==> src/logic/lbhcs_pkg.sv <==
`default_nettype none
package lbhcs_pkg;
   // bus cycle status codes on the three status lines
   localparam logic [2:0] ST_INTA  = 3'h0;
   localparam logic [2:0] ST_IORD  = 3'h1;
   localparam logic [2:0] ST_IOWR  = 3'h2;
   localparam logic [2:0] ST_HALT  = 3'h3;
   localparam logic [2:0] ST_FETCH = 3'h4;
   localparam logic [2:0] ST_MRD   = 3'h5;
   localparam logic [2:0] ST_MWR   = 3'h6;
   localparam logic [2:0] ST_PASS  = 3'h7;
   localparam int ADDR_W  = 20;
   localparam int IO_W    = 16;
   localparam int N_MID   = 4;
   localparam int N_PER   = 7;
   localparam int RESET_DRIVE_CYCLES = 1;
   typedef enum logic [2:0] {LB_IDLE, LB_T1, LB_T2, LB_T3, LB_T4, LB_HOLD} lbhcs_state_e;
endpackage
`default_nettype wire

==> src/logic/lbhcs_decode.sv <==
`timescale 1ns/100ps
`default_nettype none
// registered address-window compare: one select per window
module lbhcs_decode #(
   parameter int N = 4,
   parameter int W = 20
) (
   input  wire logic           clock_i,
   input  wire logic           rst_b_i,
   input  wire logic           en_i,
   input  wire logic [W-1:0]   addr_i,
   input  wire logic [N*W-1:0] base_i,
   input  wire logic [N*W-1:0] limit_i,
   output logic     [N-1:0]    hit_o
);
   logic [N-1:0] next_hit;
   genvar g;
   generate
      for (g = 0; g < N; g++) begin : g_win
         assign next_hit[g] = en_i && addr_i >= base_i[g*W +: W]
                           && addr_i <= limit_i[g*W +: W];
      end
   endgenerate
   // one register stage keeps the compare chain off the select pins
   always_ff @(posedge clock_i) begin
      if (!rst_b_i) begin
         hit_o <= '0;
      end else begin
         hit_o <= next_hit;
      end
   end
endmodule
`default_nettype wire

==> src/logic/lbhcs_top.sv <==
`timescale 1ns/100ps
`default_nettype none
module lbhcs_top #(
   parameter int AW = lbhcs_pkg::ADDR_W
) (
   input  wire logic            clock_i,
   input  wire logic            rst_b_i,
   input  wire logic            hold_i,
   input  wire logic            cyc_req_i,
   input  wire logic [2:0]      cyc_type_i,
   input  wire logic [AW-1:0]   cyc_addr_i,
   output logic                 cyc_done_o,
   input  wire logic [AW-1:0]   upper_base_i,
   input  wire logic [AW-1:0]   lower_limit_i,
   input  wire logic [4*AW-1:0] mid_base_i,
   input  wire logic [4*AW-1:0] mid_limit_i,
   input  wire logic [7*16-1:0] per_base_i,
   input  wire logic [7*16-1:0] per_limit_i,
   input  wire logic            sel6_is_addr_i,
   input  wire logic            sel7_is_addr_i,
   output logic [2:0]           bus_cycle_status_lines_o,
   output logic                 status_oe_o,
   output logic                 bus_oe_o,
   output logic                 bus_hold_acknowledge_o,
   output logic                 bus_state_t1_o,
   output logic                 upper_memory_select_n_o,
   output logic                 lower_memory_select_n_o,
   output logic [3:0]           mid_memory_selects_n_o,
   output logic [4:0]           peripheral_selects_n_o,
   output logic                 sixth_select_or_latched_addr1_o,
   output logic                 seventh_select_or_latched_addr2_o,
   output logic                 transceiver_direction_o,
   output logic                 transceiver_enable_n_o
);
   typedef struct packed {
      lbhcs_pkg::lbhcs_state_e st;
      logic [2:0]    code;
      logic [AW-1:0] addr;
      logic          rst_seen;
      logic          status_oe;
      logic          bus_hold_acknowledge;
      logic          done;
      logic          dir;
      logic          en_n;
      logic          a1;
      logic          a2;
   } lbhcs_s;
   lbhcs_s r;
   lbhcs_s next_r;
   logic   in_cyc;
   logic   mem_hit_en;
   logic   io_hit_en;
   logic [3:0] mid_hit;
   logic [6:0] per_hit;

   function automatic logic is_io(input logic [2:0] c);
      return c == lbhcs_pkg::ST_IORD || c == lbhcs_pkg::ST_IOWR;
   endfunction
   function automatic logic is_mem(input logic [2:0] c);
      return c == lbhcs_pkg::ST_FETCH || c == lbhcs_pkg::ST_MRD || c == lbhcs_pkg::ST_MWR;
   endfunction
   function automatic logic is_write(input logic [2:0] c);
      return c == lbhcs_pkg::ST_IOWR || c == lbhcs_pkg::ST_MWR;
   endfunction

   assign in_cyc     = r.st == lbhcs_pkg::LB_T1 || r.st == lbhcs_pkg::LB_T2
                    || r.st == lbhcs_pkg::LB_T3 || r.st == lbhcs_pkg::LB_T4;
   assign mem_hit_en = in_cyc && is_mem(r.code);
   assign io_hit_en  = in_cyc && is_io(r.code);

   lbhcs_decode #(.N(4), .W(AW)) u_mid (
      .clock_i (clock_i),
      .rst_b_i (rst_b_i),
      .en_i    (mem_hit_en),
      .addr_i  (r.addr),
      .base_i  (mid_base_i),
      .limit_i (mid_limit_i),
      .hit_o   (mid_hit)
   );
   // I/O windows compare the low 16 address bits only
   lbhcs_decode #(.N(7), .W(16)) u_per (
      .clock_i (clock_i),
      .rst_b_i (rst_b_i),
      .en_i    (io_hit_en),
      .addr_i  (r.addr[15:0]),
      .base_i  (per_base_i),
      .limit_i (per_limit_i),
      .hit_o   (per_hit)
   );

   always_comb begin
      next_r      = r;
      next_r.done = 1'b0;
      case (r.st)
         lbhcs_pkg::LB_IDLE: begin
            next_r.code = lbhcs_pkg::ST_PASS;
            if (!r.rst_seen) begin
               next_r.rst_seen  = 1'b1;
               next_r.status_oe = 1'b0;
            end else if (hold_i) begin
               next_r.st   = lbhcs_pkg::LB_HOLD;
               next_r.bus_hold_acknowledge = 1'b1;
            end else if (cyc_req_i) begin
               next_r.st        = lbhcs_pkg::LB_T1;
               next_r.status_oe = 1'b1;
               next_r.code      = cyc_type_i;
               next_r.addr      = cyc_addr_i;
               next_r.dir       = is_write(cyc_type_i);
               if (is_io(cyc_type_i) || is_mem(cyc_type_i)) begin
                  next_r.a1 = cyc_addr_i[1];
                  next_r.a2 = cyc_addr_i[2];
               end
            end
         end
         lbhcs_pkg::LB_T1: begin
            if (hold_i) begin
               // a requested hold at end of T1 preempts this cycle start
               next_r.st   = lbhcs_pkg::LB_HOLD;
               next_r.bus_hold_acknowledge = 1'b1;
               next_r.code = lbhcs_pkg::ST_PASS;
            end else begin
               next_r.st   = lbhcs_pkg::LB_T2;
               next_r.en_n = !(is_io(r.code) || is_mem(r.code));
            end
         end
         lbhcs_pkg::LB_T2: begin
            next_r.st = lbhcs_pkg::LB_T3;
         end
         lbhcs_pkg::LB_T3: begin
            next_r.st   = lbhcs_pkg::LB_T4;
            next_r.code = lbhcs_pkg::ST_PASS;
            next_r.en_n = 1'b1;
         end
         lbhcs_pkg::LB_T4: begin
            next_r.done = 1'b1;
            if (hold_i) begin
               next_r.st   = lbhcs_pkg::LB_HOLD;
               next_r.bus_hold_acknowledge = 1'b1;
            end else begin
               next_r.st = lbhcs_pkg::LB_IDLE;
            end
         end
         lbhcs_pkg::LB_HOLD: begin
            next_r.status_oe = 1'b0;
            if (!hold_i) begin
               next_r.st   = lbhcs_pkg::LB_IDLE;
               next_r.bus_hold_acknowledge = 1'b0;
            end
         end
         default: begin
            next_r.st = lbhcs_pkg::LB_IDLE;
         end
      endcase
   end

   always_ff @(posedge clock_i) begin
      if (!rst_b_i) begin
         r.st        <= lbhcs_pkg::LB_IDLE;
         r.code      <= lbhcs_pkg::ST_PASS;
         r.addr      <= '0;
         r.rst_seen  <= 1'b0;
         r.status_oe <= 1'b1;
         r.bus_hold_acknowledge      <= 1'b0;
         r.done      <= 1'b0;
         r.dir       <= 1'b0;
         r.en_n      <= 1'b1;
         r.a1        <= 1'b0;
         r.a2        <= 1'b0;
      end else begin
         r <= next_r;
      end
   end

   // upper and lower blocks compared combinationally on the held address
   assign upper_memory_select_n_o  = !(mem_hit_en && r.addr >= upper_base_i);
   assign lower_memory_select_n_o  = !(mem_hit_en && r.addr <= lower_limit_i);
   assign mid_memory_selects_n_o   = ~mid_hit;
   assign peripheral_selects_n_o   = ~per_hit[4:0];
   assign sixth_select_or_latched_addr1_o   = sel6_is_addr_i ? r.a1 : !per_hit[5];
   assign seventh_select_or_latched_addr2_o = sel7_is_addr_i ? r.a2 : !per_hit[6];
   assign bus_cycle_status_lines_o = r.code;
   assign status_oe_o              = r.status_oe && !r.bus_hold_acknowledge;
   assign bus_oe_o                 = !r.bus_hold_acknowledge && r.rst_seen;
   assign bus_hold_acknowledge_o   = r.bus_hold_acknowledge;
   assign bus_state_t1_o           = r.st == lbhcs_pkg::LB_T1;
   assign cyc_done_o               = r.done;
   assign transceiver_direction_o  = r.dir;
   assign transceiver_enable_n_o   = r.en_n;

   property p_hold_ack;
      @(posedge clock_i) disable iff (!rst_b_i)
      (hold_i && r.rst_seen && (r.st == lbhcs_pkg::LB_T4 || r.st == lbhcs_pkg::LB_T1))
         |=> bus_hold_acknowledge_o;
   endproperty
   a_hold_ack: assert property (p_hold_ack) else $error("hold not acknowledged");
   property p_float;
      @(posedge clock_i) disable iff (!rst_b_i)
      bus_hold_acknowledge_o |-> !bus_oe_o && !status_oe_o && transceiver_enable_n_o
         && bus_cycle_status_lines_o == lbhcs_pkg::ST_PASS;
   endproperty
   a_float: assert property (p_float) else $error("bus driven during hold");
   property p_release;
      @(posedge clock_i) disable iff (!rst_b_i)
      (r.st == lbhcs_pkg::LB_HOLD && !hold_i) |=> !bus_hold_acknowledge_o;
   endproperty
   a_release: assert property (p_release) else $error("hold ack not dropped");
   property p_rst_status;
      @(posedge clock_i) $rose(rst_b_i) |-> status_oe_o && bus_cycle_status_lines_o == 3'h7
         ##1 !status_oe_o;
   endproperty
   a_rst_status: assert property (p_rst_status) else $error("reset status drive wrong");
   property p_dir;
      @(posedge clock_i) disable iff (!rst_b_i)
      !transceiver_enable_n_o |-> transceiver_direction_o == is_write(r.code);
   endproperty
   a_dir: assert property (p_dir) else $error("direction wrong");
   property p_en;
      @(posedge clock_i) disable iff (!rst_b_i)
      !transceiver_enable_n_o |-> r.st == lbhcs_pkg::LB_T2 || r.st == lbhcs_pkg::LB_T3;
   endproperty
   a_en: assert property (p_en) else $error("enable outside access");
   property p_dir_stable;
      @(posedge clock_i) disable iff (!rst_b_i)
      $changed(transceiver_direction_o) |-> transceiver_enable_n_o;
   endproperty
   a_dir_stable: assert property (p_dir_stable) else $error("direction moved while enabled");
   property p_latch_hold;
      @(posedge clock_i) disable iff (!rst_b_i)
      (bus_hold_acknowledge_o && $past(bus_hold_acknowledge_o)
         && sel6_is_addr_i && $past(sel6_is_addr_i)
         && sel7_is_addr_i && $past(sel7_is_addr_i))
         |-> $stable(sixth_select_or_latched_addr1_o)
            && $stable(seventh_select_or_latched_addr2_o);
   endproperty
   a_latch_hold: assert property (p_latch_hold) else $error("latched bits moved in hold");
   property p_cycle;
      @(posedge clock_i) disable iff (!rst_b_i)
      (r.st == lbhcs_pkg::LB_T2) |-> ##3 cyc_done_o;
   endproperty
   a_cycle: assert property (p_cycle) else $error("cycle did not finish");
   c_hold: cover property (@(posedge clock_i) disable iff (!rst_b_i) $rose(bus_hold_acknowledge_o));
   c_write: cover property (@(posedge clock_i) disable iff (!rst_b_i)
      !transceiver_enable_n_o && transceiver_direction_o);
   c_mid: cover property (@(posedge clock_i) disable iff (!rst_b_i) mid_memory_selects_n_o != 4'hF);
   c_hold_t4: cover property (@(posedge clock_i) disable iff (!rst_b_i)
      r.st == lbhcs_pkg::LB_T4 && hold_i);
endmodule
`default_nettype wire

==> config.mk <==
export PLATFORM = sky130hd
export DESIGN_NAME = lbhcs_top
export DESIGN_NICKNAME = d
export VERILOG_FILES = /design/src/logic/lbhcs_pkg.sv /design/src/logic/lbhcs_decode.sv /design/src/logic/lbhcs_top.sv
export SDC_FILE = /design/constraint.sdc
export NUM_CORES = 1
export LEC_CHECK = 0
export ABC_AREA = 1
export ABC_CLOCK_PERIOD_IN_PS = 3400
export BUFFER_PORTS_ARGS = -buffer_cell sky130_fd_sc_hd__buf_2
export CAP_MARGIN = 10
export CORE_MARGIN = 2
export CORE_UTILIZATION = 35
export CTS_CLUSTER_DIAMETER = 200
export DETAILED_ROUTE_END_ITERATION = 10
export PLACE_DENSITY = 0.66
export SLEW_MARGIN = 15
export SYNTH_ARGS = -nofsm -noshare
export SYNTH_HDL_FRONTEND = slang
export SYNTH_SLANG_ARGS = --single-unit
==> constraint.sdc <==
create_clock -name clock_i -period 3.4 [get_ports clock_i]
set_input_delay 0.17 -clock clock_i [delete_from_list [all_inputs] [get_ports clock_i]]
set_output_delay 0.17 -clock clock_i [all_outputs]
set_load 0.01 [all_outputs]
# ---- Word-level counts from Yosys, hierarchy flattened
# Cells that the tools add are included.
# W data, S select, Z words.
dict set report totals {
  regBits 45
  in_bits 453
  out_inout_bits 23
  wordCells 144
}
dict set report op_classes {
  order_cmp 24
  eq_ne 22
  mux 23
  n_bitwise 3
  reduce_logical 59
}
# op count
set ops {}
lappend ops {{$ge A16 B16 Y1} 7}
lappend ops {{$le A16 B16 Y1} 7}
lappend ops {{$ge A20 B20 Y1} 5}
lappend ops {{$le A20 B20 Y1} 5}
lappend ops {{$mux W26} 2}
lappend ops {{$logic_and A1 B1 Y1} 28}
lappend ops {{$eq A3 B3 Y1 const B} 8}
lappend ops {{$mux W23} 1}
lappend ops {{$pmux W3 S6} 1}
lappend ops {{$mux W3} 5}
lappend ops {{$eq A3 B2 Y1 const B} 4}
lappend ops {{$logic_or A1 B1 Y1} 12}
lappend ops {{$mux W1} 10}
lappend ops {{$eq A3 B1 Y1 const B} 3}
lappend ops {{$ne A3 B3 Y1 const B} 3}
lappend ops {{$pmux W3 S3} 1}
lappend ops {{$reduce_and A3 Y1} 3}
lappend ops {{$ne A2 B2 Y1 const B} 4}
lappend ops {{$logic_not A1 Y1} 6}
lappend ops {{$reduce_bool A3 Y1} 2}
lappend ops {{$not A5 Y5} 1}
lappend ops {{$reduce_and A5 Y1} 1}
lappend ops {{$not A4 Y4} 1}
lappend ops {{$pmux W1 S2} 2}
lappend ops {{7 further kinds} 9}

# ---- Depth between registers and ports, before layout
dict set report logic_depth {
  ltp_word 7
  mapped_depth 14
  depth_no_buf 14
}

# ---- Cells and area by module
# A second synthesis with hierarchy kept.
dict set report hier_totals {
  cells_unflattened 2160
  hier_area_um2 13311.5
}
# module instances cells_each area_each_um2 seq_area_each_um2
set by_module_without_submodules {}
lappend by_module_without_submodules {{lbhcs_decode (u_per)} 1 1004 6128.4 140.1}
lappend by_module_without_submodules {{lbhcs_decode (u_mid)} 1 758 4579.4 80.1}
lappend by_module_without_submodules {lbhcs_top 1 398 2603.7 680.7}

# ---- Worst setup path after synthesis
# OpenSTA, ideal clock, no wires.
dict set report synth_path {
  path_type {flip-flop to output port}
  start {register r[17] (netlist bit)}
  end {output port upper_memory_select_n_o}
  arrival_ns 1.656
  t_required_ns 3.230
  setup_slack_ns 1.574
  stages_incl_launch_ff 9
  n_path_buf 0
  path_cell_list {dfxtp_1 -> ha_1 -> a21oi_1 -> nor2_1 -> nor3_1 -> nand2_1 -> nand2_1 -> nand4_1 -> nand2_1}
}
dict set report synth_via {
  elab_chain_cells 3
}
# element line
set synth_rtl {}
lappend synth_rtl {{from (decl)} lbhcs_top.sv:48} ;# lbhcs_s r;
lappend synth_rtl {{from (signal assigned)} lbhcs_top.sv:170} ;# r <= next_r;
lappend synth_rtl {{$ge A20 B20 Y1} lbhcs_top.sv:175} ;# assign upper_memory_select_n_o = !(mem_hit_en && r.addr >= upper_base_i);
lappend synth_rtl {{$logic_and A1 B1 Y1} lbhcs_top.sv:175}
lappend synth_rtl {{$logic_not A1 Y1} lbhcs_top.sv:175}
lappend synth_rtl {{to (decl)} lbhcs_top.sv:26} ;# output logic upper_memory_select_n_o,
# Every way passes these cells.

# ---- Worst setup path in the final report
dict set report layout_path {
  start {register r[13] (netlist bit)}
  end {output port lower_memory_select_n_o}
}
dict set report layout_via {
  elab_chain_cells 3
}
# element line
set layout_rtl {}
lappend layout_rtl {{$le A20 B20 Y1} lbhcs_top.sv:176} ;# assign lower_memory_select_n_o = !(mem_hit_en && r.addr <= lower_limit_i);
lappend layout_rtl {{$logic_and A1 B1 Y1} lbhcs_top.sv:176}
lappend layout_rtl {{$logic_not A1 Y1} lbhcs_top.sv:176}
lappend layout_rtl {{to (decl)} lbhcs_top.sv:27} ;# output logic lower_memory_select_n_o,
# Every way passes these cells.

==> summary by stage <==
Outcome
The run finished with clean final reports.

Placement
The count of buffers added on input and output ports is around 480. The half-perimeter wire length after placement is 40.0 mm. The instance area at placement is 15900 um^2. At the end of routability-driven placement, the weighted congestion stood at approximately 0.9.

STA
The final count of pins violating max slew is 0. The worst pin sits at a relative slew slack of 0.370. The post-route clock period utilization is 0.739. The measured slew at the worst slew-check pin is ~0.95 ns.

The peak clock frequency supported by timing is between 0.3 and 0.4 GHz. In the final timing run, aggregate negative setup slack is 0 ns. Subtracting the final worst setup slack from the clock period gives around 2.5 ns. The final-report hold violation count was 0. Setup repair after global routing left no endpoint under its margin. The setup-violating endpoint count in the final report is 0.

The worst-case clock skew is ~0.013 ns.

Drt
The routed wirelength normalized by instance count is about 16 um. The detailed router placed 14685 vias in this run. The first-pass iteration count of the detailed router is 5. The number of remaining DRC errors is 0. The count of nets left with antenna violations after detail routing is 0. The overall routed net length is between 40 and 50 mm.

The routed via count divided by cell count is between 4 and 5. The initial detailed-routing violation count is 550.

GRT
The via count of the first global-routing pass was ~15000. The initial antenna violation count is 10. The overall fraction of global-route tracks in use is 0.244. The overflow left after global routing is 0.

The wire length of the first global-routing pass is 73.1 mm. The pin count of the biggest net entering global routing is 29.

Die
The initialized floorplan defines 70 standard-cell rows. The die covers between 30000 and 40000 um^2. The effective utilization at floorplan is 0.355. The core region is roughly 37000 um^2.

The total I/O pin count is 476. The chip width is 197 um. The die extent in y is 197 um.

Critical path
The register-to-register setup slack is 1.13 ns. The data arrival time of the critical path is approximately 2.3 ns. The endpoint identified for the worst register-to-register timing path is u_mid.hit_o[1]. The element type at the critical path start is a register. The critical path class is reg -> out. The type of element capturing the critical path is an output pin. The endpoint required time on the critical path is around 3.2 ns.

The maximum fanout encountered on the critical timing path is 25. The start of the worst register-to-register path is r[11]. The worst register-to-register path has a depth of 7.

Synthesis
When the netlist entered floorplanning its net count stood at 2957. The post-synthesis cell count is 2080. During synthesis, Yosys emitted a total of 0 warnings. The cell type with the largest total area after synthesis is sky130_fd_sc_hd__ha_1.

The portion of the post-synthesis area used by sequential elements is 0.0694. By count the netlist is led by sky130_fd_sc_hd__inv_1, sky130_fd_sc_hd__nand2_1, sky130_fd_sc_hd__ha_1. The number of distinct library cells after synthesis is 34. Yosys instantiated no cell more often than sky130_fd_sc_hd__inv_1.

The post-synthesis instance area is ~13000 um^2. The per-instance average area after synthesis is 6.24 um^2. The number of flops mapped to enable cells by yosys is 0. Sorting the synthesized cells by area gives the leading types as sky130_fd_sc_hd__ha_1, sky130_fd_sc_hd__inv_1, sky130_fd_sc_hd__nand2_1.

The fraction of registers with async set/reset is 0. The fraction of post-synthesis cell area in the top cell type by area is 0.409. The commonest register cell after synthesis is sky130_fd_sc_hd__dfxtp_1. In this run, synthesis produced a sequential element count of 45.

CTS
Clock-pin slew was measured on the worst setup and hold paths at ~0.080 ns. The CTS sink count is 45. The clock root buffer master is sky130_fd_sc_hd__clkbuf_16. Once the clock tree was built, the resizer swapped 0 gates to a different size.

The clock latency of the later-clocked register in the worst-skew pair is around 0.3 ns. The H-tree level count is 2. No sink is reached through more buffers than the 2 on the longest clock path.

The number of setup buffers added after CTS is 0. The number of hold-repair buffers added at the cts stage is 0. The TritonCTS clock tree is done. Buffers inserted during clock tree synthesis total 5.

Cells and area
With fillers left out, the area of the finished cells amounts to 16100 um^2. Once layout is complete, the utilization of the core stands at 0.440. The fraction of layout cells with a size suffix above 1 is 0.202. The net total in the final layout is roughly 3400.

The fill cell instance count of the final layout is around 4000. Relative to the synthesized area, the layout overhead comes to 24.1%.

Power
The ratio of total power to cell area is around 190 nW/um^2. The leakage power of the design is about 0.011 uW. Across the VDD grid, the largest voltage drop is roughly 0.20 mV.

Worst hold path
The worst hold path depth is 3. The path with the worst hold slack has its endpoint at r[16]. The worst hold path begins at cyc_addr_i[8]. The kind of path behind the tightest hold check is in -> reg.

Flow run
Across the run, the number of max-cap violations was 0.
==> registers in the layout (all words and copies together), names as in the netlist <==
name and count:
cyc_done_o 1, r 27, u_mid.hit_o 4, bus_hold_acknowledge_o 1, transceiver_enable_n_o 1, bus_cycle_status_lines_o 3
transceiver_direction_o 1, u_per.hit_o 7
==> cells in the final DEF (no fill, tap or decap), types with 2 or more instances in the layout <==
cell and instances:
sky130_fd_sc_hd__nor2_2 3, sky130_fd_sc_hd__dfxtp_2 15, sky130_fd_sc_hd__clkbuf_16 5, sky130_fd_sc_hd__o21ai_0 75, sky130_fd_sc_hd__nor3_1 21, sky130_fd_sc_hd__buf_4 6
sky130_fd_sc_hd__inv_6 2, sky130_fd_sc_hd__nand3_1 50, sky130_fd_sc_hd__buf_2 475, sky130_fd_sc_hd__dfxtp_1 30, sky130_fd_sc_hd__inv_1 556, sky130_fd_sc_hd__nand2_1 437
sky130_fd_sc_hd__diode_2 7, sky130_fd_sc_hd__nor2_1 193, sky130_fd_sc_hd__nand4_1 39, sky130_fd_sc_hd__inv_2 4, sky130_fd_sc_hd__ha_1 424, sky130_fd_sc_hd__o21a_1 2
sky130_fd_sc_hd__a21oi_1 175, sky130_fd_sc_hd__nand3b_1 4, sky130_fd_sc_hd__a21o_1 20, sky130_fd_sc_hd__o21bai_1 9
==> worst max-delay path: stages, from the launching register on <==
cell and delay (ns):
sky130_fd_sc_hd__dfxtp_2 0.92, sky130_fd_sc_hd__ha_1 0.39, sky130_fd_sc_hd__a21oi_1 0.15, sky130_fd_sc_hd__o21ai_0 0.09
sky130_fd_sc_hd__nand2_1 0.07, sky130_fd_sc_hd__nand2_1 0.05, sky130_fd_sc_hd__nand2_1 0.06, sky130_fd_sc_hd__nand3_1 0.06
sky130_fd_sc_hd__nand2_1 0.06, sky130_fd_sc_hd__nand2_1 0.05, sky130_fd_sc_hd__buf_2 0.14
==> kinds of logic after synthesis <==
family                   after synthesis  synth area share
adder cells (fa/ha/maj)              424             0.409
flip-flops                            45            0.0694
AO/OA/AOI/OAI                        285             0.116
buffers and inverters                571             0.168
AND/OR/NAND/NOR                      755             0.238
==> worst max-delay path by stage <==
stage          slack [ns]  startpoint  cells past startpoint                 endpoint
2_1_floorplan        1.57       r[17]                      8  upper_memory_select_n_o
4_1_cts              0.85       r[19]                     11  lower_memory_select_n_o
3_3_place_gp         1.21       r[11]                      7           u_mid.hit_o[1]
5_1_grt              0.67       r[21]                     10  lower_memory_select_n_o
6_report             0.89       r[13]                     10  lower_memory_select_n_o
3_5_place_dp         1.17       r[11]                      7           u_mid.hit_o[1]
==> report_power, final <==
part / internal, uW / switching, uW
Combinational: 754 / 974
Clock: 297 / 265
Sequential: 571 / 210
Total: 1620 / 1450
==> per-stage QoR <==
step | worst slack (ns) | power, uW | hold slack, ns | instances
finish | 0.889 | 3070 | 0.125 | 3034
global route | 0.673 | 3400 | 0.147 | 3030
CTS | 0.853 | 3100 | 0.118 | 3027
detailed placement | 1.17 | 2510 | 0.440 | 3019
global placement | 1.21 | 2450 | 0.435 | 3019
floorplan | 1.57 | 1780 | 0.316 | 2080
==> final cells by class <==
type / count / area, um^2 / share of cell area
flip-flops and latches: 45 / 920 / 0.0571
inverters: 561 / 2110 / 0.131
clock buffers: 6 / 139 / 0.00862
repair buffers: 481 / 2420 / 0.150
diodes: 7 / 17.5 / 0.00109
multi-input cells: 1464 / 9910 / 0.615
clock inverters: 2 / 16.3 / 0.00101
well taps: 468 / 586 / 0.0363
==> routing by layer <==
metal  GRT usage  share of wire  up-vias
li1            -              -     7546
met1       0.307           0.44     6517
met2       0.416           0.45      512
met3      0.0382          0.067      106
met4      0.0969          0.038        4
met5           0        0.00047        -
(Power assumes the default switching activity.)
